File: src/include/vic_pkg.sv
// Constants shared by the interrupt controller command and status block.
package vic_pkg;

  localparam int unsigned DATA_W  = 32;
  localparam int unsigned ADDR_W  = 8;
  localparam int unsigned NUM_SRC = 32;

  // Register byte offsets.
  localparam logic [7:0] OFF_PENDING    = 8'h00;
  localparam logic [7:0] OFF_MASK       = 8'h04;
  localparam logic [7:0] OFF_CORE_LINE  = 8'h08;
  localparam logic [7:0] OFF_ENABLE     = 8'h0C;
  localparam logic [7:0] OFF_DISABLE    = 8'h10;
  localparam logic [7:0] OFF_CLEAR      = 8'h14;
  localparam logic [7:0] OFF_SET        = 8'h18;
  localparam logic [7:0] OFF_END_SVC    = 8'h1C;
  localparam logic [7:0] OFF_SPURIOUS   = 8'h20;
  localparam logic [7:0] OFF_DEBUG      = 8'h24;
  localparam logic [7:0] OFF_FF_ENABLE  = 8'h28;
  localparam logic [7:0] OFF_FF_DISABLE = 8'h2C;
  localparam logic [7:0] OFF_FF_STATUS  = 8'h30;

  // Source bit positions.
  localparam int unsigned BIT_FAST_SRC = 0;
  localparam int unsigned BIT_SYS_SRC  = 1;

  // Core line status fields.
  localparam int unsigned BIT_FAST_LINE   = 0;
  localparam int unsigned BIT_NORMAL_LINE = 1;

  // Debug control fields.
  localparam int unsigned BIT_PROTECT = 0;
  localparam int unsigned BIT_GMASK   = 1;

  // Reset values.
  localparam logic [31:0] RST_MASK     = 32'h0000_0000;
  localparam logic [31:0] RST_PENDING  = 32'h0000_0000;
  localparam logic [31:0] RST_SPURIOUS = 32'h0000_0000;
  localparam logic [1:0]  RST_DEBUG    = 2'h0;
  localparam logic [31:0] RST_FF       = 32'h0000_0000;

  // Fast forcing has no meaning on the fast source itself.
  localparam logic [31:0] FF_VALID = 32'hFFFF_FFFE;

endpackage

File: src/design/vic_line_gen.sv
// Generates the registered fast and normal processor request line states.
`timescale 1ns/1ps
module vic_line_gen (
  input  wire logic        core_clk,
  input  wire logic        nrst,
  input  wire logic [31:0] pending,
  input  wire logic [31:0] mask,
  input  wire logic [31:0] fastForce,
  input  wire logic        globalMask,
  input  wire logic        inService,
  output logic             fastActive,
  output logic             normalActive
);

  logic [31:0] live;
  logic        next_fast;
  logic        next_normal;

  always_comb begin
    live = pending & mask;
    // The fast source and any forced source drive the fast line.
    next_fast = live[vic_pkg::BIT_FAST_SRC]
                | (|(live & fastForce & vic_pkg::FF_VALID));
    // A normal request waits until the current one is serviced.
    next_normal = (|(live & ~fastForce & vic_pkg::FF_VALID)) & ~inService;
    if (globalMask) begin
      next_fast   = 1'b0;
      next_normal = 1'b0;
    end
  end

  always_ff @(posedge core_clk) begin
    if (!nrst) begin
      fastActive   <= 1'b0;
      normalActive <= 1'b0;
    end else begin
      fastActive   <= next_fast;
      normalActive <= next_normal;
    end
  end

endmodule

File: src/design/vic_cmd_status.sv
// Command and status registers of the vectored interrupt controller.
`timescale 1ns/1ps
// Summary of operation
// - Bit 0 is fast source, bit 1 system, bits 2-31 peripherals.
// - Pending register reads 1 for each pending source.
// - Mask status reads 1 per enabled source, clears at reset.
// - Core line status bit 0 shows the fast request line.
// - Core line status bit 1 shows the normal request line.
// - Enable command ones enable sources, zeros leave mask alone.
// - Disable command ones disable sources, zeros do nothing.
// - Clear command ones clear pending interrupts.
// - Set command ones set pending interrupts by software.
// - Any write to end of service signals end of interrupt.
// - Spurious vector is read/write, resets to zero, fed to vectors.
// - Debug bit 0 enables protection mode, resets to zero.
// - Debug bit 1 holds both request lines inactive.
// - Fast force enable ones on bits 1-31 enable forcing.
// - Fast force disable ones on bits 1-31 disable forcing.
// - Fast force status shows which sources are forced.
module vic_cmd_status (
  input  wire logic        core_clk,
  input  wire logic        nrst,
  input  wire logic [7:0]  addr,
  input  wire logic [31:0] wrData,
  input  wire logic        wrStrobe,
  input  wire logic        rdStrobe,
  output logic      [31:0] rdData,
  input  wire logic [31:0] srcIn,
  input  wire logic        normalVectorRead,
  output logic             fastReqLineN,
  output logic             normalReqLineN,
  output logic      [31:0] spuriousVectorValue,
  output logic             protectionEnable,
  output logic             endOfServicePulse,
  output logic             inService
);

  // Returns cur with every bit that is high in clr forced low.
  function automatic logic [31:0] applyClr(
    input logic [31:0] cur,
    input logic [31:0] clr
  );
    applyClr = cur & ~clr;
  endfunction

  function automatic logic [31:0] applySet(
    input logic [31:0] cur,
    input logic [31:0] set
  );
    applySet = cur | set;
  endfunction

  function automatic logic isWrite(
    input logic       strobe,
    input logic [7:0] a,
    input logic [7:0] off
  );
    isWrite = strobe && (a == off);
  endfunction

  logic [31:0] mask;
  logic [31:0] pending;
  logic [31:0] fastForce;
  logic [31:0] spurious;
  logic [1:0]  debugCtl;
  logic        fastActive;
  logic        normalActive;

  logic        wrEnable;
  logic        wrDisable;
  logic        wrClear;
  logic        wrSet;
  logic        wrEndSvc;
  logic        wrSpurious;
  logic        wrDebug;
  logic        wrFfEnable;
  logic        wrFfDisable;
  logic [31:0] next_rdData;

  always_comb begin
    wrEnable    = isWrite(wrStrobe, addr, vic_pkg::OFF_ENABLE);
    wrDisable   = isWrite(wrStrobe, addr, vic_pkg::OFF_DISABLE);
    wrClear     = isWrite(wrStrobe, addr, vic_pkg::OFF_CLEAR);
    wrSet       = isWrite(wrStrobe, addr, vic_pkg::OFF_SET);
    wrEndSvc    = isWrite(wrStrobe, addr, vic_pkg::OFF_END_SVC);
    wrSpurious  = isWrite(wrStrobe, addr, vic_pkg::OFF_SPURIOUS);
    wrDebug     = isWrite(wrStrobe, addr, vic_pkg::OFF_DEBUG);
    wrFfEnable  = isWrite(wrStrobe, addr, vic_pkg::OFF_FF_ENABLE);
    wrFfDisable = isWrite(wrStrobe, addr, vic_pkg::OFF_FF_DISABLE);
  end

  // Source mask, one bit per source in the common source layout.
  always_ff @(posedge core_clk) begin
    if (!nrst) begin
      mask <= vic_pkg::RST_MASK;
    end else if (wrEnable) begin
      mask <= applySet(mask, wrData);
    end else if (wrDisable) begin
      mask <= applyClr(mask, wrData);
    end
  end

  // Pending flags. A source that is asserting in the cycle of a clear
  // keeps its flag, so no event is lost to a racing clear.
  always_ff @(posedge core_clk) begin
    if (!nrst) begin
      pending <= vic_pkg::RST_PENDING;
    end else begin
      pending <= applySet(
                   applySet(
                     applyClr(pending, wrClear ? wrData : 32'h0000_0000),
                     wrSet ? wrData : 32'h0000_0000),
                   srcIn);
    end
  end

  // Fast forcing selection; bit 0 stays zero.
  always_ff @(posedge core_clk) begin
    if (!nrst) begin
      fastForce <= vic_pkg::RST_FF;
    end else if (wrFfEnable) begin
      fastForce <= applySet(fastForce,
                            wrData & vic_pkg::FF_VALID);
    end else if (wrFfDisable) begin
      fastForce <= applyClr(fastForce,
                            wrData & vic_pkg::FF_VALID);
    end
  end

  always_ff @(posedge core_clk) begin
    if (!nrst) begin
      spurious <= vic_pkg::RST_SPURIOUS;
    end else if (wrSpurious) begin
      spurious <= wrData;
    end
  end

  always_ff @(posedge core_clk) begin
    if (!nrst) begin
      debugCtl <= vic_pkg::RST_DEBUG;
    end else if (wrDebug) begin
      debugCtl <= wrData[1:0];
    end
  end

  // End of service: any data value counts. A vector read in the same
  // cycle starts a new service period and wins.
  always_ff @(posedge core_clk) begin
    if (!nrst) begin
      inService <= 1'b0;
    end else if (normalVectorRead) begin
      inService <= 1'b1;
    end else if (wrEndSvc) begin
      inService <= 1'b0;
    end
  end

  always_ff @(posedge core_clk) begin
    if (!nrst) begin
      endOfServicePulse <= 1'b0;
    end else begin
      endOfServicePulse <= wrEndSvc;
    end
  end

  vic_line_gen u_line_gen (
    .core_clk     (core_clk),
    .nrst         (nrst),
    .pending      (pending),
    .mask         (mask),
    .fastForce    (fastForce),
    .globalMask   (debugCtl[vic_pkg::BIT_GMASK]),
    .inService    (inService),
    .fastActive   (fastActive),
    .normalActive (normalActive)
  );

  // Request lines are active low toward the processor.
  assign fastReqLineN        = ~fastActive;
  assign normalReqLineN      = ~normalActive;
  assign spuriousVectorValue = spurious;
  assign protectionEnable    = debugCtl[vic_pkg::BIT_PROTECT];

  // Read mux. Command locations and unmapped offsets read as zero.
  always_comb begin
    next_rdData = 32'h0000_0000;
    if (addr == vic_pkg::OFF_PENDING) begin
      next_rdData = pending;
    end else if (addr == vic_pkg::OFF_MASK) begin
      next_rdData = mask;
    end else if (addr == vic_pkg::OFF_CORE_LINE) begin
      next_rdData[vic_pkg::BIT_FAST_LINE]   = fastActive;
      next_rdData[vic_pkg::BIT_NORMAL_LINE] = normalActive;
    end else if (addr == vic_pkg::OFF_SPURIOUS) begin
      next_rdData = spurious;
    end else if (addr == vic_pkg::OFF_DEBUG) begin
      next_rdData[1:0] = debugCtl;
    end else if (addr == vic_pkg::OFF_FF_STATUS) begin
      next_rdData = fastForce;
    end else begin
      next_rdData = 32'h0000_0000;
    end
  end

  // Read data stand for exactly the cycle after the strobe.
  always_ff @(posedge core_clk) begin
    if (!nrst) begin
      rdData <= 32'h0000_0000;
    end else if (rdStrobe) begin
      rdData <= next_rdData;
    end else begin
      rdData <= 32'h0000_0000;
    end
  end
endmodule

File: config.mk
export PLATFORM = sky130hd
export DESIGN_NAME = vic_cmd_status
export DESIGN_NICKNAME = d
export VERILOG_FILES = /design/src/include/vic_pkg.sv /design/src/design/vic_line_gen.sv /design/src/design/vic_cmd_status.sv
export SDC_FILE = /design/constraint.sdc
export NUM_CORES = 1
export LEC_CHECK = 0
export BUFFER_PORTS_ARGS = -buffer_cell sky130_fd_sc_hd__buf_2
export CORE_ASPECT_RATIO = 1.75
export CORE_MARGIN = 5
export CORE_UTILIZATION = 40
export DETAILED_ROUTE_END_ITERATION = 10
export GPL_TIMING_DRIVEN = 0
export PLACE_DENSITY_LB_ADDON = 0.25
export SYNTH_ARGS = -nofsm -noshare
export SYNTH_HDL_FRONTEND = slang
export SYNTH_SLANG_ARGS = --single-unit
File: constraint.sdc
create_clock -name core_clk -period 1.89 [get_ports core_clk]
set_clock_uncertainty 0.05 [all_clocks]
set_input_delay 0.378 -clock core_clk [delete_from_list [all_inputs] [get_ports core_clk]]
set_output_delay 0.378 -clock core_clk [all_outputs]
set_load 0.03 [all_outputs]
==> key figures <==
Status
  – Outcome: complete, no violations

Routing
  – DRT met1 WL: 10,100 um
  – Met2 WL: 14,100 um
  – WL per Instance: 22.3 um
  – Metal3 WL: 2010 um
  – Post-Route WL: 27,500 um
  – Pre-antenna DRT Iters: 7
  – Initial drt markers: 702
  – Via count: 7,484
  – Top Layer Used: met4
  – Number of routed nets with antenna violations: 0
  – DRC errors left: 0
  – DR vias/cell: 6.07

Timing
  – Final hold violations: 0
  – Final min period: 1810 ps
  – Relative slew slack: 0.542
  – Slew Limit Fails: 0
  – RSZ-0062 raised after global routing: false
  – Final setup viols: 0
  – FMAX: 553 MHz
  – Setup TNS Final: 0 ps
  – Worst slew pin tran: 686 ps
  – Period utilisation layout: 0.957

Synth
  – Count of different cell masters after synthesis: 45
  – #FFs+latches synth: 165
  – Top_reg_cell synth: dfxtp_1
  – Top-count cell post-synth: dfxtp_1
  – Cells after synthesis: 819
  – Post-Syn Area per Cell: 8.89 um^2
  – Post-synth EDFFs: 0
  – Synth top area cells: dfxtp_1 45%, a21oi_1 6.6%, nand2_1 6.2%
  – Commonest cells in the synthesized netlist: 165 x dfxtp_1, 121 x nand2_1, 96 x a21oi_1
  – Top cell type by total area after synthesis: dfxtp_1
  – Yosys warns: 0
  – Synth top area share: 0.454
  – Sequential share of the synthesized area: 0.454
  – Mapped Area: 7280 um^2
  – Async set-reset flop share out of synthesis: 0
  – Syn_nets: 896

Global route
  – Initial antenna violation count: 0
  – Largest net degree at the start of global routing: 17
  – Grt ovf: 0
  – Vias in the first global route: 7,269
  – Total track usage: 0.253
  – First-pass GRT wire length: 41,600 um

Cells and area
  – Core Util, Final: 0.500
  – Share of cells above drive strength 1: 0.224
  – Nets: 1,063
  – Area grow syn2layout: 23.5%
  – Area of the multi-input gates: 3720 um^2
  – ANT cells: 0
  – Post-route non-filler standard cell count: 1,233
  – Register area: 3300 um^2
  – # fillers: 1,749

Pwr
  – Maximum VDD drop: 0.547 mV
  – Power, Total: 7.66 mW
  – Pleak: 3.34 nW
  – PwrDens: 852 nW/um^2

Worst setup path
  – Max incr delay on CP: 430 ps
  – WS Path Type: input port to flop
  – CP max stage cell: nor4b_4
  – Reg2Reg Depth: 4
  – Worst Path Max Fanout: 10
  – RR Endpoint: u_line_gen.normalActive
  – Critical Path AT: 2080 ps
  – Worst Setup EP: pending[19]
  – Most used cell, CP: buf_2
  – Worst Setup SP: addr[3]
  – R2R setup slack: 210 ps
  – CP Capture Type: flop
  – WP data required: 2160 ps
  – Startpoint Class: input port
  – Crit-path cells: buf_2 -> nor4b_4 -> and4_2 -> buf_2 -> a21boi_0 -> o31a_1

Floorplanning
  – Full die area: 21,100 um^2
  – Chip Width: 112 um
  – # IOs: 146
  – Die Y: 188 um
  – Total core area: 18,000 um^2
  – Initial Utilization: 0.405
  – # rows: 65

Clock tree
  – Clk slew on worst S/H paths: 70 ps
  – Clock Sinks: 165
  – CTS tree: built
  – Root Driver: clkbuf_16
  – Total CTS buffers: 17
  – Cts hold-fix bufs: 0
  – Clock tree buffer depth: 2
  – Clock Latency Late Sink: 440 ps
  – H-tree depth: 4

Run
  – Max-Cap Viols: 0

Hold path
  – Type of the tightest min-delay check: input port to flop

Place
  – Placed cells: 1,196
  – GPL Wtd Cong: 0.938
  – Port bufs: 143
  – DP HPWL: 20,000 um
## cell families (layout without fill, tap and decap cells)
| kind of cell | count (synthesis) | in the layout | synth area share |
|---|---|---|---|
| multiplexers | 3 | 3 | 0.00430 |
| AO/OA/AOI/OAI | 335 | 335 | 0.329 |
| AND/OR/NAND/NOR | 244 | 244 | 0.171 |
| buffers and inverters | 72 | 252 | 0.0428 |
| flip-flops | 165 | 165 | 0.454 |
## cell usage in the layout (no fill, tap or decap), types with 17 or more instances in the layout
master     netlist  routed
clkbuf_1        43      36
a22oi_1         31      31
a21oi_1         96      96
a32o_1          32      32
o31a_1          32      32
nand3_1         34      34
nand2_1        121     121
a311oi_1        31      31
and2_1          33      33
clkbuf_16        0      17
dfxtp_1        165     165
a21boi_0        33      33
a22o_1          30      30
o21ai_0         32      32
buf_2           21     164
## what timing repair did
| item | 4_1_cts | 5_1_grt |
|---|---|---|
| buffers inserted | 0 | 5 |
| pin swaps | 0 | 2 |
| endpoints found under the setup margin | 60 | 138 |
| resized for setup | 11 | 7 |
## power by group
group	leakage (nW)	internal (mW)	switching, mW
Combinational	1.71	0.162	0.293
Sequential	1.34	3.53	0.0625
Clock	0.289	2.00	1.61
## through the flow
| step | setup WS [ps] | hold WS (ps) | cell area (um^2) |
|---|---|---|---|
| finish | 81.3 | 92.0 | 8990 |
| global route | 4.91 | 101 | 8990 |
| CTS | 5.63 | 87.9 | 8920 |
| detailed placement | -787 | 407 | 8300 |
| global placement | -797 | 407 | 8300 |
| floorplan | 1.90 | 389 | 7290 |
## worst min-delay path by stage
stage,cells after the start,end,slack [ps],startpoint
after CTS,2,inService,90,normalVectorRead
final,2,inService,90,normalVectorRead
after floorplan,1,u_line_gen.fastActive,390,debugCtl[1]
after detailed placement,2,spuriousVectorValue[1],410,spuriousVectorValue[1]
after global routing,2,pending[13],100,srcIn[13]
after global placement,2,spuriousVectorValue[1],410,spuriousVectorValue[1]
## layer usage
layer	vias up	global-route usage
met2	397	0.444
met5	-	0
met3	88	0.0453
met1	3553	0.289
met4	0	0.136
li1	3446	-
## area by class of cell
type | count | area share
clock buffer | 19 | 0.0481
tap | 234 | 0.0326
clock inverter | 13 | 0.0181
timing repair buffer | 148 | 0.0838
buffer | 68 | 0.0342
sequential | 165 | 0.367
inverter | 4 | 0.00167
multi-input combinational | 582 | 0.414
## critical path, delay by kind of cell
kind / cells / cell delay (ps)
and+or+nand+nor: 2 / 820
buffers and inverters: 2 / 470
AOI/OAI and AO/OA: 2 / 410
(Power assumes the default switching activity.)
